<file path="src/logic/bht_pkg.sv">
// Shared constants and types for the two-wire bus hang time-out block.
`default_nettype none
package bht_pkg;
    // Device register addresses on the link.
    localparam logic [7:0] BHT_TOC_ADDR       = 8'hBF;
    localparam logic [7:0] BHT_EVT_ADDR       = 8'hC0;
    localparam logic [7:0] BHT_CODE_ADDR      = 8'hC1;
    localparam logic [7:0] BHT_IEN_ADDR       = 8'hC2;
    // Field positions of the device registers.
    localparam int         BHT_TOC_FLAG_BIT   = 0;
    localparam int         BHT_TOC_DIV_BIT    = 1;
    localparam int         BHT_TOC_EN_BIT     = 2;
    localparam int         BHT_EVT_SI_BIT     = 0;
    localparam int         BHT_EVT_STOP_BIT   = 1;
    localparam int         BHT_IEN_MASK_BIT   = 0;
    localparam int         BHT_IEN_GLOBAL_BIT = 1;
    // Reset values and state codes.
    localparam logic [7:0] BHT_REG_RESET      = 8'h00;
    localparam logic [7:0] BHT_CODE_IDLE      = 8'hF8;
    localparam logic [7:0] BHT_CODE_BUS_ERR   = 8'h00;
    // Counter geometry: 14 bits, slow rate divides by four.
    localparam int         BHT_CNT_W          = 14;
    localparam logic [1:0] BHT_SLOW_DIV_LAST  = 2'h3;
    // Controller word indexes on the bus (byte address is four times).
    localparam logic [2:0] BHT_WB_CMD_IDX     = 3'h0;
    localparam logic [2:0] BHT_WB_STATUS_IDX  = 3'h1;
    localparam logic [2:0] BHT_WB_ISTAT_IDX   = 3'h2;
    localparam logic [2:0] BHT_WB_IEN_IDX     = 3'h3;
    localparam logic [2:0] BHT_WB_ICLR_IDX    = 3'h4;
    // Controller fields.
    localparam int         BHT_CMD_WE_BIT     = 16;
    localparam int         BHT_ST_BUSY_BIT    = 8;
    localparam int         BHT_ST_IRQ_BIT     = 9;
    localparam int         BHT_EV_DONE_BIT    = 0;
    localparam int         BHT_EV_IRQ_BIT     = 1;
    localparam int         BHT_EV_W           = 2;
    // Controller sequencer states.
    typedef enum logic [0:0] {
        BHT_CTL_IDLE = 1'b0,
        BHT_CTL_WAIT = 1'b1
    } bht_ctl_state_t;
endpackage
`default_nettype wire

</file>
<file path="src/logic/bht_link_if.sv">
// Link between the controller and the time-out device register port.
`timescale 1ns/10ps
`default_nettype none
interface bht_link_if;
    logic       req;
    logic       we;
    logic [7:0] addr;
    logic [7:0] wdata;
    logic       ack;
    logic [7:0] rdata;
    logic       irq;
    // Device end answers accesses and raises the shared request.
    modport dev (input req, we, addr, wdata, output ack, rdata, irq);
    // Controller end issues accesses.
    modport ctl (output req, we, addr, wdata, input ack, rdata, irq);
endinterface
`default_nettype wire

</file>
<file path="src/logic/bht_hang_counter.sv">
// Prescaled hang counter that flags a wrap from all ones to zero.
`timescale 1ns/10ps
`default_nettype none
module bht_hang_counter
    import bht_pkg::*;
#(
    parameter int CNT_W = BHT_CNT_W
) (
    // Clock and reset.
    input  wire logic clk_sys_i,
    input  wire logic reset_i,
    // Control.
    input  wire logic enable_i,
    input  wire logic hold_i,
    input  wire logic quarter_i,
    // Result.
    output logic      overflow_o
);
    logic [1:0]       pre_ff;
    logic [1:0]       nxt_pre;
    logic [CNT_W-1:0] cnt_ff;
    logic [CNT_W-1:0] nxt_cnt;
    logic             tick;

    if (CNT_W < 2) begin : g_bad_width
        $error("Counter width must be at least two.");
    end

    // Slow rate advances once per four system clocks.
    assign tick       = !quarter_i || (pre_ff == BHT_SLOW_DIV_LAST);
    assign overflow_o = enable_i && !hold_i && tick && (&cnt_ff);

    // Disable or a pending event keeps the count at zero, so counting restarts fresh.
    always_comb begin
        nxt_pre = pre_ff;
        nxt_cnt = cnt_ff;
        if (!enable_i) begin
            nxt_pre = '0;
            nxt_cnt = '0;
        end else if (hold_i) begin
            nxt_pre = '0;
            nxt_cnt = '0;
        end else begin
            nxt_pre = pre_ff + 2'h1;
            if (tick) begin
                nxt_cnt = cnt_ff + 1'b1;
            end
        end
    end

    // Registers.
    always_ff @(posedge clk_sys_i) begin
        if (reset_i) begin
            pre_ff <= '0;
            cnt_ff <= '0;
        end else begin
            pre_ff <= nxt_pre;
            cnt_ff <= nxt_cnt;
        end
    end
endmodule // bht_hang_counter
`default_nettype wire

</file>
<file path="src/logic/bht_dev_end.sv">
// Device end: time-out register, serial event flag and shared interrupt.
//
// Chosen here: the link register port.
`timescale 1ns/10ps
`default_nettype none
module bht_dev_end
    import bht_pkg::*;
#(
    parameter int CNT_W = BHT_CNT_W
) (
    // Clock and reset.
    input  wire logic       clk_sys_i,
    input  wire logic       reset_i,
    // Register link from the controller.
    bht_link_if.dev         link,
    // Serial engine events.
    input  wire logic       engine_event_i,
    input  wire logic [7:0] engine_code_i,
    input  wire logic       bus_error_i,
    input  wire logic       stop_sent_i,
    input  wire logic       addressed_i,
    // Engine controls and visible state.
    output logic            lines_release_o,
    output logic            slave_addressed_o,
    output logic            serial_flag_o,
    output logic            stop_request_o,
    output logic            timeout_flag_o
);
    logic       ack_ff, nxt_ack;
    logic [7:0] rdata_ff, nxt_rdata;
    logic       irq_ff, nxt_irq;
    logic       hang_counter_enable_ff, nxt_hang_counter_enable;
    logic       quarter_ff, nxt_quarter;
    logic       hang_overflow_flag_ff, nxt_hang_overflow_flag;
    logic       serial_flag_ff, nxt_serial_flag;
    logic       stop_request_ff, nxt_stop_request;
    logic       err_ff, nxt_err;
    logic       addressed_ff, nxt_addressed;
    logic [7:0] bus_state_code_ff, nxt_bus_state_code;
    logic       twowire_irq_mask_ff, nxt_twowire_irq_mask;
    logic       global_irq_enable_ff, nxt_global_irq_enable;
    logic       take;
    logic       wr;
    logic       overflow;

    if (CNT_W < 2) begin : g_bad_width
        $error("Counter width must be at least two.");
    end

    // The counter runs from the system clock and is held by the event flag.
    bht_hang_counter #(
        .CNT_W      (CNT_W)
    ) u_counter (
        .clk_sys_i  (clk_sys_i),
        .reset_i    (reset_i),
        .enable_i   (hang_counter_enable_ff),
        .hold_i     (serial_flag_ff),
        .quarter_i  (quarter_ff),
        .overflow_o (overflow)
    );

    // An access is taken once; the ack cycle blocks a second take of the same request.
    assign take = link.req && !ack_ff;
    assign wr   = take && link.we;

    // Register reads, answered one cycle after the take.
    always_comb begin
        nxt_ack   = take;
        nxt_rdata = BHT_REG_RESET;
        if (take && !link.we) begin
            case (link.addr)
                BHT_TOC_ADDR: begin
                    nxt_rdata[BHT_TOC_EN_BIT]   = hang_counter_enable_ff;
                    nxt_rdata[BHT_TOC_DIV_BIT]  = quarter_ff;
                    nxt_rdata[BHT_TOC_FLAG_BIT] = hang_overflow_flag_ff;
                end
                BHT_EVT_ADDR: begin
                    nxt_rdata[BHT_EVT_SI_BIT]   = serial_flag_ff;
                    nxt_rdata[BHT_EVT_STOP_BIT] = stop_request_ff;
                end
                BHT_CODE_ADDR: begin
                    nxt_rdata = bus_state_code_ff;
                end
                BHT_IEN_ADDR: begin
                    nxt_rdata[BHT_IEN_MASK_BIT]   = twowire_irq_mask_ff;
                    nxt_rdata[BHT_IEN_GLOBAL_BIT] = global_irq_enable_ff;
                end
                default: begin
                    nxt_rdata = BHT_REG_RESET;
                end
            endcase
        end
    end

    // Time-out control. A hardware set beats a software clear in the same cycle.
    always_comb begin
        nxt_hang_counter_enable = hang_counter_enable_ff;
        nxt_quarter             = quarter_ff;
        nxt_hang_overflow_flag  = hang_overflow_flag_ff;
        if (wr && link.addr == BHT_TOC_ADDR) begin
            nxt_hang_counter_enable = link.wdata[BHT_TOC_EN_BIT];
            nxt_quarter             = link.wdata[BHT_TOC_DIV_BIT];
            nxt_hang_overflow_flag  = link.wdata[BHT_TOC_FLAG_BIT];
        end
        if (overflow) begin
            nxt_hang_overflow_flag = 1'b1;
        end
    end

    // Serial event flag, stop request and bus error recovery.
    always_comb begin
        nxt_serial_flag    = serial_flag_ff;
        nxt_stop_request   = stop_request_ff;
        nxt_err            = err_ff;
        nxt_addressed      = addressed_ff;
        nxt_bus_state_code = bus_state_code_ff;
        if (wr && link.addr == BHT_EVT_ADDR) begin
            nxt_serial_flag  = link.wdata[BHT_EVT_SI_BIT];
            nxt_stop_request = link.wdata[BHT_EVT_STOP_BIT];
        end else if (stop_request_ff && (stop_sent_i || (err_ff && !serial_flag_ff))) begin
            // Recovery from an error releases the bus without a real stop waveform.
            nxt_stop_request = 1'b0;
            nxt_err          = 1'b0;
        end
        if (addressed_i) begin
            nxt_addressed = 1'b1;
        end
        if (engine_event_i) begin
            nxt_serial_flag    = 1'b1;
            nxt_bus_state_code = engine_code_i;
        end
        if (bus_error_i) begin
            nxt_serial_flag    = 1'b1;
            nxt_err            = 1'b1;
            nxt_addressed      = 1'b0;
            nxt_bus_state_code = BHT_CODE_BUS_ERR;
        end
    end

    // Interrupt gating. Either flag may be the cause; software tells them apart.
    always_comb begin
        nxt_twowire_irq_mask  = twowire_irq_mask_ff;
        nxt_global_irq_enable = global_irq_enable_ff;
        if (wr && link.addr == BHT_IEN_ADDR) begin
            nxt_twowire_irq_mask  = link.wdata[BHT_IEN_MASK_BIT];
            nxt_global_irq_enable = link.wdata[BHT_IEN_GLOBAL_BIT];
        end
        nxt_irq = (serial_flag_ff || hang_overflow_flag_ff)
                  && twowire_irq_mask_ff && global_irq_enable_ff;
    end

    // Registers.
    always_ff @(posedge clk_sys_i) begin
        if (reset_i) begin
            ack_ff                 <= 1'b0;
            rdata_ff               <= BHT_REG_RESET;
            irq_ff                 <= 1'b0;
            hang_counter_enable_ff <= 1'b0;
            quarter_ff             <= 1'b0;
            hang_overflow_flag_ff  <= 1'b0;
            serial_flag_ff         <= 1'b0;
            stop_request_ff        <= 1'b0;
            err_ff                 <= 1'b0;
            addressed_ff           <= 1'b0;
            bus_state_code_ff      <= BHT_CODE_IDLE;
            twowire_irq_mask_ff    <= 1'b0;
            global_irq_enable_ff   <= 1'b0;
        end else begin
            ack_ff                 <= nxt_ack;
            rdata_ff               <= nxt_rdata;
            irq_ff                 <= nxt_irq;
            hang_counter_enable_ff <= nxt_hang_counter_enable;
            quarter_ff             <= nxt_quarter;
            hang_overflow_flag_ff  <= nxt_hang_overflow_flag;
            serial_flag_ff         <= nxt_serial_flag;
            stop_request_ff        <= nxt_stop_request;
            err_ff                 <= nxt_err;
            addressed_ff           <= nxt_addressed;
            bus_state_code_ff      <= nxt_bus_state_code;
            twowire_irq_mask_ff    <= nxt_twowire_irq_mask;
            global_irq_enable_ff   <= nxt_global_irq_enable;
        end
    end

    // Outputs straight from flip-flops.
    assign link.ack          = ack_ff;
    assign link.rdata        = rdata_ff;
    assign link.irq          = irq_ff;
    assign lines_release_o   = err_ff;
    assign slave_addressed_o = addressed_ff;
    assign serial_flag_o     = serial_flag_ff;
    assign stop_request_o    = stop_request_ff;
    assign timeout_flag_o    = hang_overflow_flag_ff;
endmodule // bht_dev_end
`default_nettype wire

</file>
<file path="src/flat_wrapper.sv">
// flat-port wrapper written by rule: the top's interface ports become plain ports
module bht_dev_end_flat import bht_pkg::*;
#(
    parameter int CNT_W = BHT_CNT_W
)
  (clk_sys_i, reset_i, engine_event_i, engine_code_i, bus_error_i, stop_sent_i, addressed_i, lines_release_o, slave_addressed_o, serial_flag_o, stop_request_o, timeout_flag_o, link_req, link_we, link_addr, link_wdata, link_ack, link_rdata, link_irq);
  bht_link_if link_i ();
  input  wire logic clk_sys_i;
  input  wire logic reset_i;
  input  wire logic engine_event_i;
  input  wire logic [7:0] engine_code_i;
  input  wire logic bus_error_i;
  input  wire logic stop_sent_i;
  input  wire logic addressed_i;
  output logic lines_release_o;
  output logic slave_addressed_o;
  output logic serial_flag_o;
  output logic stop_request_o;
  output logic timeout_flag_o;
  input wire logic [$bits(link_i.req)-1:0] link_req;
  input wire logic [$bits(link_i.we)-1:0] link_we;
  input wire logic [$bits(link_i.addr)-1:0] link_addr;
  input wire logic [$bits(link_i.wdata)-1:0] link_wdata;
  output wire logic [$bits(link_i.ack)-1:0] link_ack;
  output wire logic [$bits(link_i.rdata)-1:0] link_rdata;
  output wire logic [$bits(link_i.irq)-1:0] link_irq;
  assign link_i.req = link_req;
  assign link_i.we = link_we;
  assign link_i.addr = link_addr;
  assign link_i.wdata = link_wdata;
  assign link_ack = link_i.ack;
  assign link_rdata = link_i.rdata;
  assign link_irq = link_i.irq;
  bht_dev_end #(.CNT_W(CNT_W)) u_core (.clk_sys_i(clk_sys_i), .reset_i(reset_i), .link(link_i), .engine_event_i(engine_event_i), .engine_code_i(engine_code_i), .bus_error_i(bus_error_i), .stop_sent_i(stop_sent_i), .addressed_i(addressed_i), .lines_release_o(lines_release_o), .slave_addressed_o(slave_addressed_o), .serial_flag_o(serial_flag_o), .stop_request_o(stop_request_o), .timeout_flag_o(timeout_flag_o));
endmodule
</file>
<file path="config.mk">
export PLATFORM = sky130hd
export DESIGN_NAME = bht_dev_end_flat
export DESIGN_NICKNAME = d
export VERILOG_FILES = /design/src/logic/bht_pkg.sv /design/src/logic/bht_link_if.sv /design/src/logic/bht_hang_counter.sv /design/src/logic/bht_dev_end.sv /design/src/flat_wrapper.sv
export SDC_FILE = /design/constraint.sdc
export NUM_CORES = 1
export LEC_CHECK = 0
export BUFFER_PORTS_ARGS = -buffer_cell sky130_fd_sc_hd__buf_2
export CORE_ASPECT_RATIO = 0.75
export CORE_MARGIN = 2
export CORE_UTILIZATION = 51
export CTS_CLUSTER_SIZE = 16
export DETAILED_ROUTE_END_ITERATION = 12
export PLACE_DENSITY = 0.86
export SYNTH_ARGS = -nofsm -noshare
export SYNTH_HDL_FRONTEND = slang
export SYNTH_SLANG_ARGS = --single-unit
</file>
<file path="constraint.sdc">
create_clock -name clk_sys_i -period 1.6 [get_ports clk_sys_i]
set_input_delay 0.08 -clock clk_sys_i [delete_from_list [all_inputs] [get_ports clk_sys_i]]
set_output_delay 0.08 -clock clk_sys_i [all_outputs]
set_load 0.02 [all_outputs]
</file>
* Yosys cells after proc, flatten, opt, wreduce, memory -nomap -nowiden
Cells that the tools add are included.
** Cells by class
- Add/subtract/negate cells :: 2
- Equal/unequal tests :: 6
- Muxes and demuxes :: 13
- Bitwise logic cells :: 3
- Reductions and logical operators :: 31
** Operators by type and width (count)
- == test 8 bit (second input constant) :: 4
- two-way mux 8 bit :: 2
- adder 14 x 1 -> 14 bit (second input constant) :: 1
- AND reduction 14 bit :: 1
- logical AND 1 bit :: 13
- two-way mux 1 bit :: 9
- one-hot mux 2 bit (4 select lines) :: 1
- nonzero test 2 bit :: 4
- OR reduction 3 bit :: 2
- logical NOT 1 bit :: 4
- OR reduction 2 bit :: 2
- logical OR 1 bit :: 3
- inverter 1 bit :: 3
- nonzero test 3 bit :: 1
- adder 2 x 1 -> 2 bit (second input constant) :: 1
- == test 2 bit (second input constant) :: 1
- inequality test 2 bit (second input constant) :: 1
- one-hot mux 1 bit (2 select lines) :: 1
- AND reduction 2 bit :: 1
** Storage, ports and cells
- Register bits :: 43
- Output and inout bits :: 15

* Depth between registers and ports, before layout
Gate-level depths: netlist of run 1.
- Depth after elaboration :: 7
- Depth in mapped cells :: 6

* Cells and area by module
From an unflattened synthesis of run 1, not the netlist that was laid out.
** Second synthesis, totals
- Cell total of the unflattened synthesis :: 192
- Area total of the unflattened synthesis :: 1876.8 µm²
** Modules (own cells, without submodules)
- bht_dev_end :: times used 1, cells each 108, area each 1129.8 µm², sequential area each 540.5 µm²
- bht_hang_counter :: times used 1, cells each 84, area each 747.0 µm², sequential area each 320.3 µm²

* Least setup slack after synthesis of run 1
OpenSTA, ideal clock, no wires.
- Path kind :: register -> register
- Start point :: reg u_core.u_counter.cnt_ff[0]
- End point :: reg u_core.hang_overflow_flag_ff (netlist: u_core.timeout_flag_o)
- Setup time :: 0.069 ns
- Arrival :: 1.389 ns
- Data required time :: 1.531 ns
- Setup slack :: 0.142 ns
- Stages on the path, launching flop included :: 6
- Cell sequence :: dfxtp_1 > ha_1 > and2_1 > nand3_1 > or4_1 > o21ai_1
** On the way
- Cells in the longest elaborated chain, start to end :: 3
** RTL lines
- start: declaration :: line bht_hang_counter.sv:21 : logic [CNT_W-1:0] cnt_ff;
- start signal: assignment :: line bht_hang_counter.sv:58 : cnt_ff <= nxt_cnt;
- AND reduction 14 bit (*) :: line bht_hang_counter.sv:31 : assign overflow_o = enable_i && !hold_i && tick && (&cnt_ff);
- logical AND 1 bit (*) :: line bht_hang_counter.sv:31
- two-way mux 1 bit / nonzero test 2 bit (equally long branches)
- end signal: assignment :: line bht_dev_end.sv:174 : hang_overflow_flag_ff <= nxt_hang_overflow_flag;
- end: declaration :: line bht_dev_end.sv:34 : logic hang_overflow_flag_ff, nxt_hang_overflow_flag;
Mark *: on every way between the ends. The rest lies on a longest branch, timed or not.
A chain may end at the register's enable or synchronous reset.

* Worst setup path after layout of run 1
- Start point :: reg u_core.u_counter.cnt_ff[1]
- End point :: reg u_core.hang_overflow_flag_ff (netlist: u_core.timeout_flag_o)
The elaborated chain is that of the path after synthesis.

==> metrics.yaml, run 1 <==
status: "complete, no violations"
drt-wirelength-per-cell_um: 14.42
synth_nets: 221
rsz0062_at_grt: "true"
synth.area.top_cells: "dfxtp_1 48%, mux2i_1 9.4%, nor2_1 5.2%"
yosys_warnings: 0
cts_sinks: 43
synth_edf_count: 0
worst_slack_ns: 0.01412
finalSetupViolCount: 0
fin_cells: 272
grt_pass1_vias: 1408
dp_slack_ns: -0.04041
crit_arrival_ns: 1.81
hp-start: "link_wdata[2]"
yosysSeqAreaShare_pct: 47.65
wl_mm: 3.923
dpl.hpwl_mm: 2.758
slew_headroom_pct: 66.14
yosys-top-cells-count: "43 x dfxtp_1, 25 x nor2_1, 17 x mux2i_1"
fmax_ghz: 0.6306
endpoint: "u_core.timeout_flag_o"
finalCriticalPeriod_ns: 1.586
start_util_pct: 54.20
core-area_mm2: 0.003333
diodes: 0
critPathKind: "register to register"
via_per_inst: 5.636
crit_start: "u_core.u_counter.cnt_ff[1]"
num_vias: 1533
p_per_area_mw_per_mm2: 1001
crit_slowest_cell: "or4_1"
grt_first_pass_wirelength_mm: 6.279
reg2reg_from: "u_core.u_counter.cnt_ff[1]"
io-pin-count: 47
reg2reg_to: "u_core.timeout_flag_o"
syn_inst: 187
hold_viol_final: 0
skew_ns: 0.006516
worstPathMaxFanout: 6
max_cap_violations: 0
dieHeight_um: 55.55
final_util_pct: 66.29
startpoint_type: "register"
dieArea_mm2: 0.004040
drt_iter0_markers: 87
crit_required_ns: 1.82
hp-class: "input port to register"
port_buffers: 41
root_buffer: "clkbuf_8"
cp_slowest_stage_delay_ns: 0.55
htreeDepth: 2
drive_gt1_share_pct: 27.16
crit_chain: "ha_1, and2_4, nand3_2, or4_1, o21ai_1"
cts_made_buffers: 5
clkLatencyLatePin_ns: 0.29
cts_tree: "done"
max-vdd-ir-drop_mv: 0.8180
synth.avg_cell_area_um2: 9.662
grt_max_degree: 16
antenna_left: 0
antenna_found_initial: 0
clk_pin_slew_ns: 0.07
ys_ff_latch: 43
post_synth_num_cell_types: 37
syn_to_final_growth_pct: 22.30
syn_area_mm2: 0.001807
synth.largest_area_cell: "dfxtp_1"
layout.nets: 265
worst_pin_slew_ns: 0.5067
synth.top_cell.area_share_pct: 47.65
drv_slew: 0
regToRegSetupSlack_ns: 0.01
numPlacedInstances: 264
synth_most_common_cell: "dfxtp_1"
first_pass_iters: 4
fp.dieW_um: 72.73
async_reset_ff_share_pct: 0
overflow: 0
leakage_nw: 0.9532
cts_max_path_buffers: 2
row_count: 18
grt_usage_pct: 19.86
synth_ff_type: "dfxtp_1"
gp_congestion: 0.8586
period_share_pct: 99.12
hold_buffers: 0
crit_path_end_kind: "register"
r2r_cells: 5
drc: 0
==> state kept, by name, summed over array words and instances, names as in the netlist, 2 cells and up <==
| register | count |
|---|---|
| u_core.link.rdata | 8 |
| u_core.u_counter.pre_ff | 2 |
| u_core.u_counter.cnt_ff | 14 |
| u_core.bus_state_code_ff | 8 |
==> cell type report <==
type / count / area, µm²
inverters: 3 / 11.26
fillers: 264 / 1124
repair buffers: 45 / 239.0
clock buffers: 6 / 72.57
clock inverters: 2 / 60.06
multi-input cells: 133 / 914.6
well taps: 40 / 50.05
flip-flops and latches: 43 / 862.1
==> through the flow <==
stage               setup TNS (ns)  instance area (µm²)  hold WS, ns  power, mW
floorplan                        0                 1807       0.2224      1.191
global placement                 0                 2057       0.3160      1.244
detailed placement        -0.04041                 2057       0.3255      1.248
CTS                              0                 2198      0.02401      2.224
global route              -0.03247                 2210      0.03745      2.290
finish                           0                 2210      0.02319      2.212
==> what timing repair did <==
item,CTS,global route
buffers inserted,0,0
endpoints found under the setup margin,3,3
gates resized for setup,3,2
==> logic make-up (layout without fill, tap and decap cells) <==
kind of cell | count (synthesis) | in the layout | synth area share (%)
xor+xnor | 8 | 8 | 3.878
flops | 43 | 43 | 47.65
buf+inv | 11 | 56 | 2.562
mux | 17 | 17 | 9.418
simple gates | 81 | 81 | 26.39
fa+ha+maj | 2 | 2 | 1.385
compound gates | 25 | 25 | 8.726
==> worst max-delay path: cells and delay by family, from the launching register on <==
family                   cells  cell delay (ns)
adder cells (fa/ha/maj)      1             0.19
flip-flops                   1             0.37
AO/OA/AOI/OAI                1             0.10
AND/OR/NAND/NOR              3             0.86
==> layout by cell type, fill, tap and decap left out, drive strengths merged, types with 5 or more instances in the layout <==
cell    netlist  final
xor2          7      7
mux2i        17     17
o21ai         6      6
nand3         5      5
clkbuf        4      6
nor2         25     25
nand4        11     11
o21bai        5      5
dfxtp        43     43
or3           6      6
buf           4     45
a21oi         8      8
and2          9      9
nor3          5      5
==> report_power, final <==
part	switching (mW)	leakage, nW	internal [mW]
Sequential	0.0117	0.350	1.09
Clock	0.364	0.0654	0.624
Combinational	0.0656	0.538	0.0585
Total	0.442	0.953	1.77
==> metal layers <==
layer,up-vias,track usage [%],wire length [µm]
li1,754,-,-
met1,706,26.74,1795
met2,67,30.91,1808
met3,6,4.745,266
met4,0,7.143,53
met5,-,0,0
==> how the worst min path moves through the flow <==
stage                                               end  slack (ns)  cells after the start
after floorplan                         u_core.link.ack        0.22                      2
after global placement    u_core.hang_counter_enable_ff        0.32                      3
after detailed placement  u_core.hang_counter_enable_ff        0.33                      3
after CTS                 u_core.hang_counter_enable_ff        0.02                      3
after global routing      u_core.hang_counter_enable_ff        0.04                      3
final                     u_core.hang_counter_enable_ff        0.02                      3
(Power assumes the default switching activity.)
==> run 2: changes to the inputs <==
Settings changed: CORE_ASPECT_RATIO 0.75 to unset, RECOVER_POWER set to 25, TNS_END_PERCENT set to 100.
==> run 2 against run 1 <==
Non-clock buffer count increased by 12; final cell count up 6.6%; core utilization rose by 1.2 points; global-route usage shrank 0.23 points; maximum frequency rose by 8.1%; wire length fell by 6.5%; critical path depth unchanged; first-iteration DRC count shrank 44%; via count fell by 0.39%; critical path type unchanged; highest routed layer unchanged.
==> metrics.yaml, run 2 (synthesis gave the netlist of run 1 again) <==
status: "complete, no violations"
worst_pin_slew_ns: 0.4895
drc: 0
io-pin-count: 47
cts_sinks: 43
syn_to_final_growth_pct: 25.69
cts_max_path_buffers: 2
period_share_pct: 91.70
finalCriticalPeriod_ns: 1.467
grt_pass1_vias: 1519
fin_tns_setup_ns: 0
fin_cells: 290
crit_slowest_cell: "or4_1"
root_buffer: "clkbuf_4"
crit_required_ns: 1.88
drive_gt1_share_pct: 25.82
cts_made_buffers: 5
antenna_left: 0
multi_input_area_um2: 909.6
gp_congestion: 0.8377
crit_arrival_ns: 1.74
worstPathMaxFanout: 5
layout_common_cells: "42 x dfxtp_1, 39 x buf_2, 25 x nor2_1"
max-vdd-ir-drop_mv: 0.5467
p_per_area_mw_per_mm2: 858.3
cts_tree: "done"
start_util_pct: 53.72
rsz0062_at_grt: "false"
numPlacedInstances: 272
drv_slew: 0
crit_path_end_kind: "register"
skew_ns: 0.01662
num_vias: 1527
layout.nets: 277
grt_first_pass_wirelength_mm: 6.341
drt_iter0_markers: 49
grt_usage_pct: 19.63
fillCellCount: 295
fp.dieW_um: 63.52
hp-class: "input port to register"
startpoint_type: "register"
core-area_mm2: 0.003363
dpl.hpwl_mm: 2.591
final_area_mm2: 0.002271
finalSetupViolCount: 0
wl_mm: 3.669
largest_register: "u_core.u_counter.cnt_ff"
slew_headroom_pct: 67.29
clkLatencyLatePin_ns: 0.35
critPathKind: "register to register"
leakage_nw: 0.9716
drt-wirelength-per-cell_um: 12.65
row_count: 21
placed_area_mm2: 0.002079
clk_pin_slew_ns: 0.13
grt_max_degree: 21
dieArea_mm2: 0.004035
htreeDepth: 2
overflow: 0
largest_reg_flops: 14
holdWs_ns: 0.008985
port_buffers: 41
first_pass_iters: 5
hold_viol_final: 0
dieHeight_um: 63.52
diodes: 0
max_cap_violations: 0
antenna_found_initial: 0
post_cts_buffers: 0
cp_slowest_stage_delay_ns: 0.51
final_common_cell: "dfxtp_1"
fmax_ghz: 0.6816
ff_latch_area_um2: 862.1
via_per_inst: 5.266
crit_chain: "ha_1, nand2b_2, nand3_2, or4_1, o21ai_1"
-- run 2: repair_timing --
action,CTS,global route
gates resized for setup,0,4
hold endpoints to repair,10,0
hold buffers,10,0
setup endpoints to repair,0,3
-- run 2: power by group --
group	switching (mW)	internal (mW)	total, mW	leakage (nW)
Sequential	0.00926	1.09	1.10	0.350
Clock	0.337	0.370	0.706	0.0482
Combinational	0.0702	0.0750	0.145	0.573
Total	0.416	1.53	1.95	0.972
-- run 2: per-stage QoR --
stage / power [mW] / util (%) / worst slack (ns)
final: 1.949 / 67.52 / 0.1328
after global routing: 2.034 / 67.52 / 0.04969
after CTS: 1.968 / 67.37 / 0.04981
after detailed placement: 1.249 / 61.83 / 0.09440
after global placement: 1.246 / 61.83 / 0.1195
after floorplan: 1.191 / - / 0.1420
-- run 2: metal layers --
layer  global-route usage [%]  up-vias  share of wire [%]
li1                         -      786                  -
met1                    22.37      705                 46
met2                    34.34       32                 49
met3                    6.071        4                3.9
met4                    7.065        0                1.1
met5                        0        -                  0
-- run 2: cell type report --
cell class	count	share of cell area [%]
Clock inverter	2	1.543
Tap cell	46	2.534
Inverter	3	0.4959
Sequential cell	43	37.96
Multi-Input combinational cell	133	40.06
Clock buffer	6	2.259
Timing Repair Buffer	57	15.15
-- run 2: path summary, 6_finish.rpt --
check,startpoint,end,slack [ns],cells past startpoint
setup / recovery,u_core.u_counter.pre_ff[0],u_core.timeout_flag_o,0.13,5
hold / removal,engine_code_i[0],u_core.bus_state_code_ff[0],0.009,3
setup reg to reg,u_core.u_counter.pre_ff[0],u_core.timeout_flag_o,0.13,5
hold reg to reg,u_core.u_counter.pre_ff[0],u_core.u_counter.pre_ff[0],0.45,1
-- run 2: worst max-delay path, delay by kind of cell, from the launching register on --
family	cells	cell delay, ns
flops	1	0.37
compound gates	1	0.08
simple gates	3	0.80
fa+ha+maj	1	0.16
==> run 3: changes to the inputs <==
Settings changed: CELL_PAD_IN_SITES_DETAIL_PLACEMENT set to 1, CELL_PAD_IN_SITES_GLOBAL_PLACEMENT set to 1, CORE_UTILIZATION 51 to 39, CTS_CLUSTER_DIAMETER set to 50, PLACE_DENSITY 0.86 to 0.87.
Clock period 1.6 ns to 1.44 ns, I/O delays scaled along.
==> run 3 against run 2 <==
Sequential power is 11% higher; worst setup slack worse by 0.088 ns; clock skew is 0.014 ns lower; global-route usage is 1.1 points lower; clock power is 43% higher.
==> metrics.yaml, run 3 (synthesis gave the netlist of run 1 again) <==
largest_register: "u_core.u_counter.cnt_ff"
layout.nets: 278
p_clk_share_pct: 42.3
grt_first_pass_wirelength_mm: 7.603
dieArea_mm2: 0.005193
drive_gt1_share_pct: 35.51
num_vias: 1604
dp_slack_ns: -0.03078
cts_tree: "done"
fillCellCount: 523
leakage_nw: 1.015
worst_slack_ns: 0.04473
cp_slowest_stage_delay_ns: 0.39
max_cap_violations: 0
hp-start: "addressed_i"
htreeDepth: 2
dieHeight_um: 72.07
crit_chain: "ha_4, nand2b_4, buf_6, nand4_1, or3_1, a21oi_2"
fp.dieW_um: 72.07
crit_slowest_cell: "or3_1"
regToRegSetupSlack_ns: 0.04
worst_pin_slew_ns: 0.3195
final_common_cell: "buf_2"
drt-wirelength-per-cell_um: 15.68
p_int_mw: 1.849
ff_latch_area_um2: 868.3
drv_slew: 0
crit_required_ns: 1.67
multi_input_area_um2: 967.2
syn_to_final_growth_pct: 31.02
crit_arrival_ns: 1.63
finalCriticalPeriod_ns: 1.395
via_per_inst: 5.401
cts_max_path_buffers: 2
switching_share_pct: 22.16
antenna_found_initial: 0
hold_buffers: 0
rsz0062_at_grt: "true"
hold_viol_final: 0
fmax_ghz: 0.7167
row_count: 24
hold_depth: 3
period_share_pct: 96.89
skew_ns: 0.002973
drc: 0
largest_reg_flops: 14
grt_usage_pct: 18.52
drt_iter0_markers: 42
r2r_cells: 6
final_util_pct: 53.63
cts_sinks: 43
core-area_mm2: 0.004414
switchingPower_mw: 0.5263
grt_max_degree: 16
first_pass_iters: 4
power.share.combinational_pct: 6.2
dpl.hpwl_mm: 3.300
clk_pin_slew_ns: 0.09
reg2reg_to: "u_core.u_counter.cnt_ff[11]"
io-pin-count: 47
start_util_pct: 40.93
status: "complete, no violations"
overflow: 0
holdPathEnd: "u_core.slave_addressed_o"
critPathKind: "register to register"
gp_congestion: 0.7764
startpoint_type: "register"
diodes: 0
layout_common_cells: "39 x buf_2, 37 x dfxtp_1, 24 x nor2_1"
clkLatencyLatePin_ns: 0.30
cpLargestDelayFamily: "simple AND/OR/NAND/NOR gates"
crit_path_end_kind: "register"
port_buffers: 41
seqPwrFrac_pct: 51.5
p_per_area_mw_per_mm2: 1003
grt_pass1_vias: 1656
worstPathMaxFanout: 5
root_buffer: "clkbuf_8"
antenna_left: 0
reg2reg_from: "u_core.u_counter.pre_ff[0]"
wl_mm: 4.657
finalSetupViolCount: 0
hp-class: "input port to register"
crit_buf_inv: 1
cts_made_buffers: 5
max-vdd-ir-drop_mv: 0.6278
slew_headroom_pct: 78.63
-- run 3: cell types whose count changed in the layout (fill, tap and decap cells not counted), sizes merged --
cell,change
clkinv,-1
buf,+12
dlygate4sd3,-10
clkbuf,-1
inv,+1
-- run 3: layout make-up --
class	instances	share of cell area (%)
inverter	3	0.4757
multi-input combinational	133	40.86
tap	52	2.748
clock buffer	6	3.488
timing repair buffer	58	14.11
clock inverter	2	1.638
sequential	43	36.68
-- run 3: repair_timing --
| action | CTS | global route |
|---|---|---|
| setup buffers | 1 | 2 |
| setup endpoints to repair | 3 | 17 |
| resized for setup | 2 | 19 |
| pin swaps | 1 | 8 |
-- run 3: how the worst max path moves through the flow --
stage,start,end,slack [ns],cells after the start
2_1_floorplan,u_core.u_counter.cnt_ff[0],u_core.timeout_flag_o,0.01,5
3_3_place_gp,u_core.u_counter.pre_ff[0],u_core.timeout_flag_o,0.02,5
3_5_place_dp,u_core.u_counter.pre_ff[0],u_core.u_counter.cnt_ff[9],-0.03,6
4_1_cts,u_core.u_counter.cnt_ff[1],u_core.timeout_flag_o,0.004,5
5_1_grt,u_core.u_counter.pre_ff[0],u_core.u_counter.cnt_ff[11],-0.05,6
6_report,u_core.u_counter.pre_ff[0],u_core.u_counter.cnt_ff[11],0.04,6
-- run 3: layer usage --
metal | part of all wire (%) | up-vias | GRT usage (%)
met5 | 0 | - | 0
met4 | 2.5 | 0 | 7.757
met3 | 3.5 | 12 | 3.611
met2 | 51 | 39 | 32.52
met1 | 43 | 775 | 21.98
li1 | - | 778 | -
-- run 3: metrics by stage --
stage          setup TNS (ns)  cells  power, mW  hold slack [ns]  instance area [µm²]
2_1_floorplan               0    187      1.324           0.2144                 1812
3_3_place_gp                0    286      1.387           0.3284                 2152
3_5_place_dp         -0.05851    286      1.394           0.3358                 2152
4_1_cts                     0    295      2.393          0.02316                 2290
5_1_grt              -0.04732    297      2.455          0.04815                 2367
6_report                    0    297      2.375          0.02648                 2367
-- run 3: power groups by stage --
stage | Sequential [mW] | Clock [mW] | Combinational (mW)
6_report | 1.22 | 1.01 | 0.148
5_1_grt | 1.23 | 1.07 | 0.163
4_1_cts | 1.22 | 1.03 | 0.145
3_5_place_dp | 1.25 | 0 | 0.144
3_3_place_gp | 1.25 | 0 | 0.139
2_1_floorplan | 1.25 | 0 | 0.0690
-- run 3: worst min-delay path, cell delays in order --
cell and delay (ns):
buf_2 0.07, nor2_1 0.03, nor3_1 0.10
